--- src/rtl/ast_pkg.sv ---
// Package for the A/D start trigger selector: register map, field layout, reset values.
// Assumes a single 250 MHz core clock and a plain strobe register port.
package ast_pkg;
  localparam int CNT_W = 16;
  localparam int ADDR_W = 4;
  localparam int DATA_W = 8;
  // Register offsets
  localparam logic [3:0] OFF_SEL_A = 4'h0;
  localparam logic [3:0] OFF_SEL_B = 4'h1;
  localparam logic [3:0] OFF_CTRL = 4'h2;
  localparam logic [3:0] OFF_STATUS = 4'h3;
  localparam logic [3:0] OFF_SLV_CNT_L = 4'h4;
  localparam logic [3:0] OFF_SLV_CNT_H = 4'h5;
  // Field positions in a select register
  localparam int SEL_UNDERFLOW = 0;
  localparam int SEL_CYCLE = 1;
  localparam int SEL_SLAVE_A = 2;
  localparam int SEL_SLAVE_B = 3;
  localparam int DMASK_A = 4;
  localparam int DMASK_B = 5;
  // Field positions in the control register
  localparam int CTRL_TUNED = 0;
  localparam int CTRL_CREST_EN = 1;
  localparam int CTRL_VALLEY_EN = 2;
  localparam int CTRL_OUT0_LEVEL = 3;
  localparam int CTRL_OUT0_OE = 4;
  // Reset values
  localparam logic [7:0] SEL_RESET = 8'h00;
  localparam logic [7:0] CTRL_RESET = 8'h00;
  localparam logic [CNT_W-1:0] CNT_RESET = 16'h0000;
  localparam logic [CNT_W-1:0] CNT_ONE = 16'h0001;

  typedef struct packed {
    logic [CNT_W-1:0] count;
    logic [CNT_W-1:0] cycle;
    logic tick;
    logic underflow;
    logic cycle_match;
    logic pos_phase;
  } ast_master_t;

  typedef struct packed {
    logic [CNT_W-1:0] cmp_a;
    logic [CNT_W-1:0] cmp_b;
  } ast_slave_cfg_t;
endpackage : ast_pkg

--- src/rtl/ast_trigger_select.sv ---
// A/D start trigger selector with the tuned slave up-counter.
// Assumes master timer signals are synchronous to core_clk; tick is a one-cycle enable.
// Function
// - Slave counts up, clears at master cycle
// - Slave equals master up; counts up otherwise
// - Two outputs, four select bits each
// - Select bit 0 picks master underflow
// - Select bit 1 picks master cycle match
// - Select bit 2 picks masked slave A match
// - Select bit 3 picks masked slave B match
// - Master sources gated by crest/valley enables
// - Slave A mask picks up or down
// - Slave B mask picks up or down
// - Select bits act immediately, no buffering
// - Direction comes from positive phase output
// - Up period: zero compare fires at 0000H
// - Down period: zero compare fires at M+1
// - Compare above M never fires
// - Slave advances on master tick
// - No crest/valley without output 0 enabled
//
// The address map and the address-and-strobe port were decided locally.
`timescale 1ns/1ps
module ast_trigger_select (
  input wire logic core_clk, // 250 MHz clock
  input wire logic rst_n, // Asynchronous reset, active low
  input wire ast_pkg::ast_master_t master, // Master timer state and events
  input wire ast_pkg::ast_slave_cfg_t slave_cfg, // Slave compare values
  input wire logic [ast_pkg::ADDR_W-1:0] reg_addr, // Register address
  input wire logic [ast_pkg::DATA_W-1:0] reg_wdata, // Write data
  input wire logic reg_wr, // Write strobe
  input wire logic reg_rd, // Read strobe
  output logic [ast_pkg::DATA_W-1:0] reg_rdata, // Read data, cycle after strobe
  output logic adc0_start_trigger, // Start pulse to converter 0
  output logic adc1_start_trigger, // Start pulse to converter 1
  output logic [ast_pkg::CNT_W-1:0] slave_count // Slave counter value
);
  logic [7:0] trigger_select_reg_a;
  logic [7:0] trigger_select_reg_b;
  logic [7:0] ctrl;
  logic [7:0] next_sel_a;
  logic [7:0] next_sel_b;
  logic [7:0] next_ctrl;
  logic [7:0] next_rdata;
  logic [ast_pkg::CNT_W-1:0] next_slave_count;
  logic next_trig0;
  logic next_trig1;
  logic slave_match_a_event;
  logic slave_match_b_event;
  logic master_underflow_event;
  logic master_cycle_match_event;
  logic count_direction_flag;
  logic pos_enabled;
  logic [1:0] sticky_trig;
  logic [1:0] next_sticky;

  // Register writes and reads
  always_comb begin
    next_sel_a = trigger_select_reg_a;
    next_sel_b = trigger_select_reg_b;
    next_ctrl = ctrl;
    next_rdata = 8'h00;
    next_sticky = sticky_trig | {next_trig1, next_trig0};
    if (reg_wr) begin
      case (reg_addr)
        ast_pkg::OFF_SEL_A: next_sel_a = {2'b00, reg_wdata[5:0]};
        ast_pkg::OFF_SEL_B: next_sel_b = {2'b00, reg_wdata[5:0]};
        ast_pkg::OFF_CTRL: next_ctrl = {3'b000, reg_wdata[4:0]};
        default: ;
      endcase
    end
    if (reg_rd) begin
      case (reg_addr)
        ast_pkg::OFF_SEL_A: next_rdata = trigger_select_reg_a;
        ast_pkg::OFF_SEL_B: next_rdata = trigger_select_reg_b;
        ast_pkg::OFF_CTRL: next_rdata = ctrl;
        ast_pkg::OFF_STATUS: next_rdata = {5'b00000, count_direction_flag, sticky_trig};
        ast_pkg::OFF_SLV_CNT_L: next_rdata = slave_count[7:0];
        ast_pkg::OFF_SLV_CNT_H: next_rdata = slave_count[15:8];
        default: next_rdata = 8'h00;
      endcase
      // Reading status clears the seen-trigger bits; a new pulse wins
      if (reg_addr == ast_pkg::OFF_STATUS) begin
        next_sticky = {next_trig1, next_trig0};
      end
    end
  end

  always_ff @(posedge core_clk or negedge rst_n) begin
    if (!rst_n) begin
      trigger_select_reg_a <= ast_pkg::SEL_RESET;
      trigger_select_reg_b <= ast_pkg::SEL_RESET;
      ctrl <= ast_pkg::CTRL_RESET;
      reg_rdata <= 8'h00;
      sticky_trig <= 2'b00;
    end else begin
      trigger_select_reg_a <= next_sel_a;
      trigger_select_reg_b <= next_sel_b;
      ctrl <= next_ctrl;
      reg_rdata <= next_rdata;
      sticky_trig <= next_sticky;
    end
  end

  // Direction and master event qualification
  always_comb begin
    pos_enabled = !ctrl[ast_pkg::CTRL_OUT0_LEVEL] && ctrl[ast_pkg::CTRL_OUT0_OE];
    // Positive phase high while counting down; low when disabled
    count_direction_flag = pos_enabled && master.pos_phase;
    master_underflow_event = master.underflow && pos_enabled
                             && ctrl[ast_pkg::CTRL_VALLEY_EN];
    master_cycle_match_event = master.cycle_match && pos_enabled
                               && ctrl[ast_pkg::CTRL_CREST_EN];
  end

  // Slave counter tracks the master tick
  always_comb begin
    next_slave_count = slave_count;
    if (!ctrl[ast_pkg::CTRL_TUNED]) begin
      next_slave_count = ast_pkg::CNT_RESET;
    end else if (master.tick) begin
      if (slave_count >= master.cycle) begin
        next_slave_count = ast_pkg::CNT_RESET;
      end else begin
        next_slave_count = slave_count + ast_pkg::CNT_ONE;
      end
    end
  end

  always_ff @(posedge core_clk or negedge rst_n) begin
    if (!rst_n) begin
      slave_count <= ast_pkg::CNT_RESET;
    end else begin
      slave_count <= next_slave_count;
    end
  end

  // Slave matches fire once per tick while tuned; values above M are never reached
  always_comb begin
    slave_match_a_event = ctrl[ast_pkg::CTRL_TUNED] && master.tick
                          && (slave_count == slave_cfg.cmp_a);
    slave_match_b_event = ctrl[ast_pkg::CTRL_TUNED] && master.tick
                          && (slave_count == slave_cfg.cmp_b);
  end

  function automatic logic ast_pick(input logic [7:0] sel, input logic uf, input logic cm,
                                    input logic ma, input logic mb, input logic dir);
    logic a_ok;
    logic b_ok;
    a_ok = ma && (sel[ast_pkg::DMASK_A] == dir);
    b_ok = mb && (sel[ast_pkg::DMASK_B] == dir);
    ast_pick = (sel[ast_pkg::SEL_UNDERFLOW] && uf)
               || (sel[ast_pkg::SEL_CYCLE] && cm)
               || (sel[ast_pkg::SEL_SLAVE_A] && a_ok)
               || (sel[ast_pkg::SEL_SLAVE_B] && b_ok);
  endfunction : ast_pick

  always_comb begin
    next_trig0 = ast_pick(trigger_select_reg_a, master_underflow_event,
                          master_cycle_match_event, slave_match_a_event,
                          slave_match_b_event, count_direction_flag);
    next_trig1 = ast_pick(trigger_select_reg_b, master_underflow_event,
                          master_cycle_match_event, slave_match_a_event,
                          slave_match_b_event, count_direction_flag);
  end

  always_ff @(posedge core_clk or negedge rst_n) begin
    if (!rst_n) begin
      adc0_start_trigger <= 1'b0;
      adc1_start_trigger <= 1'b0;
    end else begin
      adc0_start_trigger <= next_trig0;
      adc1_start_trigger <= next_trig1;
    end
  end

  // Checks
  underflow_select_a: assert property (
    @(posedge core_clk) disable iff (!rst_n)
    (master.underflow && pos_enabled && ctrl[ast_pkg::CTRL_VALLEY_EN]
     && trigger_select_reg_a[ast_pkg::SEL_UNDERFLOW]) |=> adc0_start_trigger)
    else $error("underflow did not trigger output 0");

  underflow_out1_a: assert property (
    @(posedge core_clk) disable iff (!rst_n)
    (master.underflow && pos_enabled && ctrl[ast_pkg::CTRL_VALLEY_EN]
     && trigger_select_reg_b[ast_pkg::SEL_UNDERFLOW]) |=> adc1_start_trigger)
    else $error("underflow did not trigger output 1");

  cycle_select_a: assert property (
    @(posedge core_clk) disable iff (!rst_n)
    (master.cycle_match && pos_enabled && ctrl[ast_pkg::CTRL_CREST_EN]
     && trigger_select_reg_b[ast_pkg::SEL_CYCLE]) |=> adc1_start_trigger)
    else $error("cycle match did not trigger output 1");

  cycle_out0_a: assert property (
    @(posedge core_clk) disable iff (!rst_n)
    (master.cycle_match && pos_enabled && ctrl[ast_pkg::CTRL_CREST_EN]
     && trigger_select_reg_a[ast_pkg::SEL_CYCLE]) |=> adc0_start_trigger)
    else $error("cycle match did not trigger output 0");

  cull_gate_a: assert property (
    @(posedge core_clk) disable iff (!rst_n)
    (!pos_enabled && !slave_match_a_event && !slave_match_b_event)
    |=> !adc0_start_trigger && !adc1_start_trigger)
    else $error("master source passed without output 0 enabled");

  valley_gate_a: assert property (
    @(posedge core_clk) disable iff (!rst_n)
    (master.underflow && !ctrl[ast_pkg::CTRL_VALLEY_EN] && trigger_select_reg_a == 8'h01)
    |=> !adc0_start_trigger)
    else $error("underflow passed with valley interrupt off");

  crest_gate_a: assert property (
    @(posedge core_clk) disable iff (!rst_n)
    (master.cycle_match && !pos_enabled && !slave_match_a_event
     && trigger_select_reg_a == 8'h06) |=> !adc0_start_trigger)
    else $error("cycle match passed with output 0 disabled");

  mask_slave_a: assert property (
    @(posedge core_clk) disable iff (!rst_n)
    (slave_match_a_event && trigger_select_reg_a == 8'h04 && count_direction_flag)
    |=> !adc0_start_trigger)
    else $error("slave A passed while counting down with mask 0");

  mask_up_a: assert property (
    @(posedge core_clk) disable iff (!rst_n)
    (slave_match_a_event && trigger_select_reg_b == 8'h14 && !count_direction_flag)
    |=> !adc1_start_trigger)
    else $error("slave A passed while counting up with mask 1");

  slave_pass_a: assert property (
    @(posedge core_clk) disable iff (!rst_n)
    (slave_match_a_event && trigger_select_reg_a == 8'h04 && !count_direction_flag)
    |=> adc0_start_trigger)
    else $error("slave A up match missing on output 0");

  mask_slave_b: assert property (
    @(posedge core_clk) disable iff (!rst_n)
    (slave_match_b_event && trigger_select_reg_b == 8'h28 && count_direction_flag)
    |=> adc1_start_trigger)
    else $error("slave B down match missing on output 1");

  mask_up_b: assert property (
    @(posedge core_clk) disable iff (!rst_n)
    (slave_match_b_event && trigger_select_reg_b == 8'h28 && !count_direction_flag)
    |=> !adc1_start_trigger)
    else $error("slave B passed while counting up with mask 1");

  mask_down_b: assert property (
    @(posedge core_clk) disable iff (!rst_n)
    (slave_match_b_event && trigger_select_reg_a == 8'h08 && count_direction_flag)
    |=> !adc0_start_trigger)
    else $error("slave B passed while counting down with mask 0");

  slave_pass_b: assert property (
    @(posedge core_clk) disable iff (!rst_n)
    (slave_match_b_event && trigger_select_reg_a == 8'h08 && !count_direction_flag)
    |=> adc0_start_trigger)
    else $error("slave B up match missing on output 0");

  slave_clear_a: assert property (
    @(posedge core_clk) disable iff (!rst_n)
    (ctrl[ast_pkg::CTRL_TUNED] && master.tick && slave_count == master.cycle)
    |=> slave_count == ast_pkg::CNT_RESET)
    else $error("slave counter did not clear at cycle value");

  slave_up_a: assert property (
    @(posedge core_clk) disable iff (!rst_n)
    (ctrl[ast_pkg::CTRL_TUNED] && master.tick && slave_count < master.cycle)
    |=> slave_count == $past(slave_count) + ast_pkg::CNT_ONE)
    else $error("slave counter did not step up");

  untuned_zero_a: assert property (
    @(posedge core_clk) disable iff (!rst_n)
    !ctrl[ast_pkg::CTRL_TUNED]
    |=> slave_count == ast_pkg::CNT_RESET)
    else $error("slave counter not held at zero untuned");

  slave_track_a: assert property (
    @(posedge core_clk) disable iff (!rst_n)
    (ctrl[ast_pkg::CTRL_TUNED] && !master.pos_phase)
    |-> slave_count == master.count)
    else $error("slave count differs from master while counting up");

  slave_step_a: assert property (
    @(posedge core_clk) disable iff (!rst_n)
    (ctrl[ast_pkg::CTRL_TUNED] && !master.tick)
    |=> $stable(slave_count))
    else $error("slave counter moved without master tick");

  cmp_high_a: assert property (
    @(posedge core_clk) disable iff (!rst_n)
    (slave_cfg.cmp_a > master.cycle)
    |-> !slave_match_a_event)
    else $error("compare above cycle value matched");

  pulse_source_a: assert property (
    @(posedge core_clk) disable iff (!rst_n)
    $rose(adc0_start_trigger)
    |-> $past(trigger_select_reg_a[3:0]) != 4'h0)
    else $error("output 0 pulsed with nothing selected");

  merge_pulse_a: assert property (
    @(posedge core_clk) disable iff (!rst_n)
    (master_underflow_event && slave_match_a_event && trigger_select_reg_a == 8'h05)
    |=> adc0_start_trigger ##1 !adc0_start_trigger)
    else $error("simultaneous sources did not merge into one pulse");

  reset_idle_a: assert property (
    @(posedge core_clk) disable iff (!rst_n)
    (trigger_select_reg_a == 8'h00)
    |=> !adc0_start_trigger)
    else $error("output 0 pulsed with empty select");

  immediate_sel_a: assert property (
    @(posedge core_clk) disable iff (!rst_n)
    (reg_wr && reg_addr == ast_pkg::OFF_SEL_A)
    |=> trigger_select_reg_a == {2'b00, $past(reg_wdata[5:0])})
    else $error("select write not applied at once");
endmodule : ast_trigger_select

--- config.mk ---
export PLATFORM = sky130hd
export DESIGN_NAME = ast_trigger_select
export DESIGN_NICKNAME = d
export VERILOG_FILES = /design/src/rtl/ast_pkg.sv /design/src/rtl/ast_trigger_select.sv
export SDC_FILE = /design/constraint.sdc
export NUM_CORES = 1
export LEC_CHECK = 0
export BUFFER_PORTS_ARGS = -buffer_cell sky130_fd_sc_hd__buf_2
export CORE_MARGIN = 1
export CORE_UTILIZATION = 25
export CTS_CLUSTER_SIZE = 12
export DETAILED_ROUTE_END_ITERATION = 8
export PLACE_DENSITY_LB_ADDON = 0.15
export SYNTH_ARGS = -nofsm -noshare
export SYNTH_HDL_FRONTEND = slang
export SYNTH_SLANG_ARGS = --single-unit
--- constraint.sdc ---
create_clock -name core_clk -period 2.4 [get_ports core_clk]
set_clock_uncertainty 0.05 [all_clocks]
set_input_delay 0.24 -clock core_clk [delete_from_list [all_inputs] [get_ports core_clk]]
set_output_delay 0.24 -clock core_clk [all_outputs]
set_load 0.05 [all_outputs]
### Yosys cells after proc, flatten, opt, wreduce, memory -nomap -nowiden

Index checks and enable logic that the tools add are counted.

* register bits after elaboration: 45
* memories: 0
* bits in latches: 0
* logic and storage cells: 62
* output and inout bits: 26
* ROM bits: 0
* input port bits: 84
* RAM bits: 0

* $add $sub $neg: 1
* equality and inequality tests: 12
* reductions and logical operators: 32
* multiply operators: 0
* order comparisons: 1
* bitwise gates (word level): 1
* mux-type cells: 7
* div/mod/pow operators: 0
* shift operators: 0

Operators with widths (count)
* 16-bit two-way mux: 3
* 8-bit one-hot mux with 6 select lines: 1
* 16-bit equality test: 2
* 1-bit logical AND: 21
* 16-bit by 1-bit adder with 16-bit output (second input constant): 1
* 16-bit greater-or-equal comparator: 1
* 4-bit by 2-bit equality test with 1-bit output (second input constant): 2
* 4-bit by 3-bit equality test with 1-bit output (second input constant): 2
* 8-bit two-way mux: 1
* 1-bit logical OR: 6
* 2-bit AND reduction: 3
* 1-bit equality test: 4
* 4-bit by 1-bit equality test with 1-bit output (second input constant): 1
* 4-bit zero test: 1
* 2-bit two-way mux: 2
* 2-bit != test (second input constant): 1
* 2-bit OR: 1
* 1-bit zero test: 1

### Depth between registers and ports, before layout

* depth in word-level cells: 11
* mapped depth: 10
* depth with buffers taken out: 7

### Worst setup path before layout

OpenSTA, ideal clock, no wires.

* kind: register -> register
* from: register slave_count[15] (netlist name)
* to: register slave_count[3] (netlist name)
* setup slack: -0.297 ns
* clock period less this slack: 2.697 ns
* required time: 2.229 ns
* data arrival time: 2.526 ns
* cell stages (with the launch flop): 8
* path through: dfrtp_1 ha_1 nand4_1 or3_1 or4_1 buf_6 a41o_1 a22o_1

* word-level cells in the longest chain between the ends: 4

RTL lines
* start: declaration: line ast_trigger_select.sv:36 `output logic [ast_pkg::CNT_W-1:0] slave_count`
* start signal: assignment: line ast_trigger_select.sv:132 `slave_count <= ast_pkg::CNT_RESET;`
* start signal: assignment: line ast_trigger_select.sv:134 `slave_count <= next_slave_count;`
* 16-bit greater-or-equal comparator: line ast_trigger_select.sv:122 `if (slave_count >= master.cycle) begin`
* 16-bit two-way mux: line ast_trigger_select.sv:122
* 16-bit two-way mux: line ast_trigger_select.sv:121 `end else if (master.tick) begin`
* 16-bit two-way mux: line ast_trigger_select.sv:119 `if (!ctrl[ast_pkg::CTRL_TUNED]) begin`

No other way between the ends. The select of a mux whose other input is x is not followed.
A chain may end at the register's enable or synchronous reset.

### Worst setup path after layout

* from: register slave_count[15] (netlist name)
* to: register slave_count[12] (netlist name)

Same word-level chain as after synthesis.

==> impl_metrics.tcl <==
set metrics [dict create \
    detail-route-antenna-nets 0 \
    timing.hold.worst_path_depth 2 \
    stdcell_count 614 \
    layout.filler_cells 1237 \
    hold_path.class "input pin to flop" \
    tightest_slew_ps 705 \
    worstSetupPathType "flop to flop" \
    first_iter_violations 284 \
    synthesis.area_per_instance_um2 9.31 \
    first_global_vias 2955 \
    maxSlewHeadroom 0.524 \
    clk_latency_ps 280 \
    synth_seq_area_share 0.363 \
    rsz0062_at_grt "yes" \
    synth_top_area_cell "sky130_fd_sc_hd__dfrtp_1" \
    postSynth.asyncResetShare 1.00 \
    dr_total_vias 2976 \
    global_route_usage_sum 0.163 \
    layout.area.seq_mm2 0.00114 \
    postSynthRegisterBits 45 \
    final_nets 546 \
    failed_checks "negative setup slack" \
    cpMaxStageDelayCell "sky130_fd_sc_hd__dfrtp_4" \
    clock_sinks 45 \
    detail_route.first_pass.iterations 4 \
    final_critical_path_setup_slack_ps -68.6 \
    critical_path.cell_chain "ha_4 > nand4_1 > or3_4 > or4_4 > buf_4 > clkbuf_16 > o2111ai_1 > nand2_1" \
    cts.path.max_buffers 2 \
    path_clk_slew_ps 70 \
    cts.root.buffer_cell "sky130_fd_sc_hd__clkbuf_16" \
    final_layout_size_suffix_gt1_frac 0.381 \
    power-per-cell-area_mw_per_mm2 494 \
    grt_max_degree 24 \
    placed_cell_area_mm2 0.00397 \
    row_count 40 \
    synth_edf_count 0 \
    total_switching_power_w 0.000625 \
    final_max_slew_viol_count 0 \
    r2r_cells 8 \
    io_buffer_count 91 \
    grt_antenna_before_repair 0 \
    route.detailed.vias_per_inst 4.85 \
    htree_levels 2 \
    post-route-min-period_ps 2470 \
    setup.worst_path.end_class "flop" \
    numCtsBuffers 5 \
    internal_power_w 0.00147 \
    global_route_congestion_overflow_total 0 \
    dpl_hpwl_um 7970 \
    start_util 0.257 \
    delay_of_the_slowest_critical_path_stage_ps 490 \
    setup_violators_final 8 \
    synth_fp_nets 434 \
    synth_top_cells_by_count "sky130_fd_sc_hd__dfrtp_1, sky130_fd_sc_hd__nand2_1, sky130_fd_sc_hd__clkbuf_1, sky130_fd_sc_hd__xnor2_1, sky130_fd_sc_hd__inv_1" \
    period_share 1.03 \
    max-vdd-ir-drop_uv 232 \
    post_syn_instances 333 \
    place_inst 599 \
    n_antenna_cell 0 \
    synthTopCellsByArea "sky130_fd_sc_hd__dfrtp_1, sky130_fd_sc_hd__ha_1, sky130_fd_sc_hd__mux2_2" \
    coreArea_mm2 0.0121 \
    grt_pass1_wl_um 16100 \
    synth_top_area_frac 0.363 \
    synthMostInstantiatedCell "sky130_fd_sc_hd__dfrtp_1" \
    preCtsSetupSlack_ps -77.3 \
    comb_power_share 0.230 \
    post_route_drc 0 \
    fmaxAchievable_mhz 405 \
    synthDistinctLibCells 44 \
    gpl.final_weighted_congestion 0.798 \
    p_sw_frac 0.298 \
    p_seq_frac 0.446 \
    static-leakage-power_nw 2.00 \
    detail_route.wl_per_cell_um 16.9 \
    synth_top_flop_cell "sky130_fd_sc_hd__dfrtp_1" \
    detail_route.wirelength_um 10400 \
    max_fo_critical_path 6 \
    cap_violations 0 \
    start_kind "flop" \
    multi_input_combinational_cell_area_mm2 0.00188 \
    die_h_um 113 \
    synth-warning-count 0 \
    critPathRequiredTime_ps 2520 \
    ios 110 \
    timing.critical_path.arrival_ps 2590 \
    stdcell_area_mm2 0.00424 \
    die_area_mm2 0.0129 \
    clock_power_share 0.324 \
    run_status "finished with violations" \
    area.growth.synth_to_final_pct 36.7 \
    timing.final.hold_violations 0 \
    die_w_um 113 \
    cts_tree "done" \
    syn-cell-area_mm2 0.00310 \
    tns_ps -267 \
]
power groups by stage:
stage               sequential (W)  clock (W)  combinational (W)
finish                    0.000935   0.000679           0.000483
global route              0.000944   0.000724           0.000535
CTS                       0.000930   0.000701           0.000476
detailed placement        0.000945          0           0.000467
global placement          0.000944          0           0.000459
floorplan                 0.000956          0           0.000248
registers in the layout (all words and copies together) (netlist names):
register              flops
reg_rdata                 8
sticky_trig               2
trigger_select_reg_b      6
ctrl                      5
adc1_start_trigger        1
slave_count              16
adc0_start_trigger        1
trigger_select_reg_a      6
cell type report:
cell class,instances,area share
Multi-Input combinational cell,247,0.443
Sequential cell,45,0.269
Timing Repair Buffer,128,0.188
Tap cell,168,0.0496
Clock buffer,6,0.0304
Inverter,18,0.0159
Clock inverter,2,0.00354
timing repair:
| action | in CTS | in global routing |
|---|---|---|
| setup buffers | 0 | 4 |
| hold buffers | 1 | 0 |
| setup endpoints to repair | 8 | 11 |
| hold endpoints to repair | 22 | 0 |
| pin swaps | 1 | 7 |
| cloned | 1 | 1 |
| resized for setup | 4 | 7 |
per-stage QoR:
stage / hold WS [ps] / power [W] / util
2_1_floorplan: -106 / 0.00120 / -
3_3_place_gp: 221 / 0.00140 / 0.329
3_5_place_dp: 228 / 0.00141 / 0.329
4_1_cts: 156 / 0.00211 / 0.344
5_1_grt: 172 / 0.00220 / 0.352
6_report: 162 / 0.00210 / 0.352
critical path, delay by kind of cell, from the launching register on:
| kind | cells | cell delay (ps) |
|---|---|---|
| AND/OR/NAND/NOR | 4 | 1140 |
| buffers and inverters | 2 | 310 |
| adder cells (fa/ha/maj) | 1 | 270 |
| AO/OA/AOI/OAI | 1 | 90 |
| flip-flops | 1 | 490 |
layer usage:
| layer | track usage | vias to the layer above | part of all wire |
|---|---|---|---|
| met5 | 0 | - | 0 |
| met4 | 0.0377 | 0 | 0.0075 |
| met3 | 0.0228 | 8 | 0.044 |
| met2 | 0.258 | 102 | 0.46 |
| met1 | 0.235 | 1415 | 0.49 |
| li1 | - | 1451 | - |
cells in the final DEF, fill, tap and decap left out, types with 8 or more instances in the layout:
cell	synthesis	layout
sky130_fd_sc_hd__nand2_1	33	33
sky130_fd_sc_hd__inv_1	18	18
sky130_fd_sc_hd__buf_4	0	30
sky130_fd_sc_hd__nand3_1	10	9
sky130_fd_sc_hd__xnor2_1	19	19
sky130_fd_sc_hd__ha_1	17	16
sky130_fd_sc_hd__dfrtp_1	45	36
sky130_fd_sc_hd__xor2_1	17	17
sky130_fd_sc_hd__dfrtp_2	0	8
sky130_fd_sc_hd__nand4_1	14	14
sky130_fd_sc_hd__buf_2	1	91
sky130_fd_sc_hd__nor2_1	9	9
sky130_fd_sc_hd__mux2_2	17	17
sky130_fd_sc_hd__a22oi_1	14	14
path summary, 6_finish.rpt:
check                                          end             from  slack [ps]
max                                slave_count[12]  slave_count[15]         -70
min                        trigger_select_reg_a[5]     reg_wdata[5]         160
max reg2reg                        slave_count[12]  slave_count[15]         -70
min reg2reg                         sticky_trig[1]   sticky_trig[1]         460
max in group asynchronous          slave_count[15]            rst_n        1330
min in group asynchronous             reg_rdata[1]            rst_n         440
cells by family (layout without fill, tap and decap cells):
family	after synthesis	in the layout	synth area share
compound gates	60	60	0.144
flops	45	45	0.363
fa+ha+maj	17	17	0.0686
mux	21	21	0.0746
xor+xnor	36	36	0.102
buf+inv	42	154	0.0536
simple gates	112	113	0.195
Power figures use the tool's default switching activity.
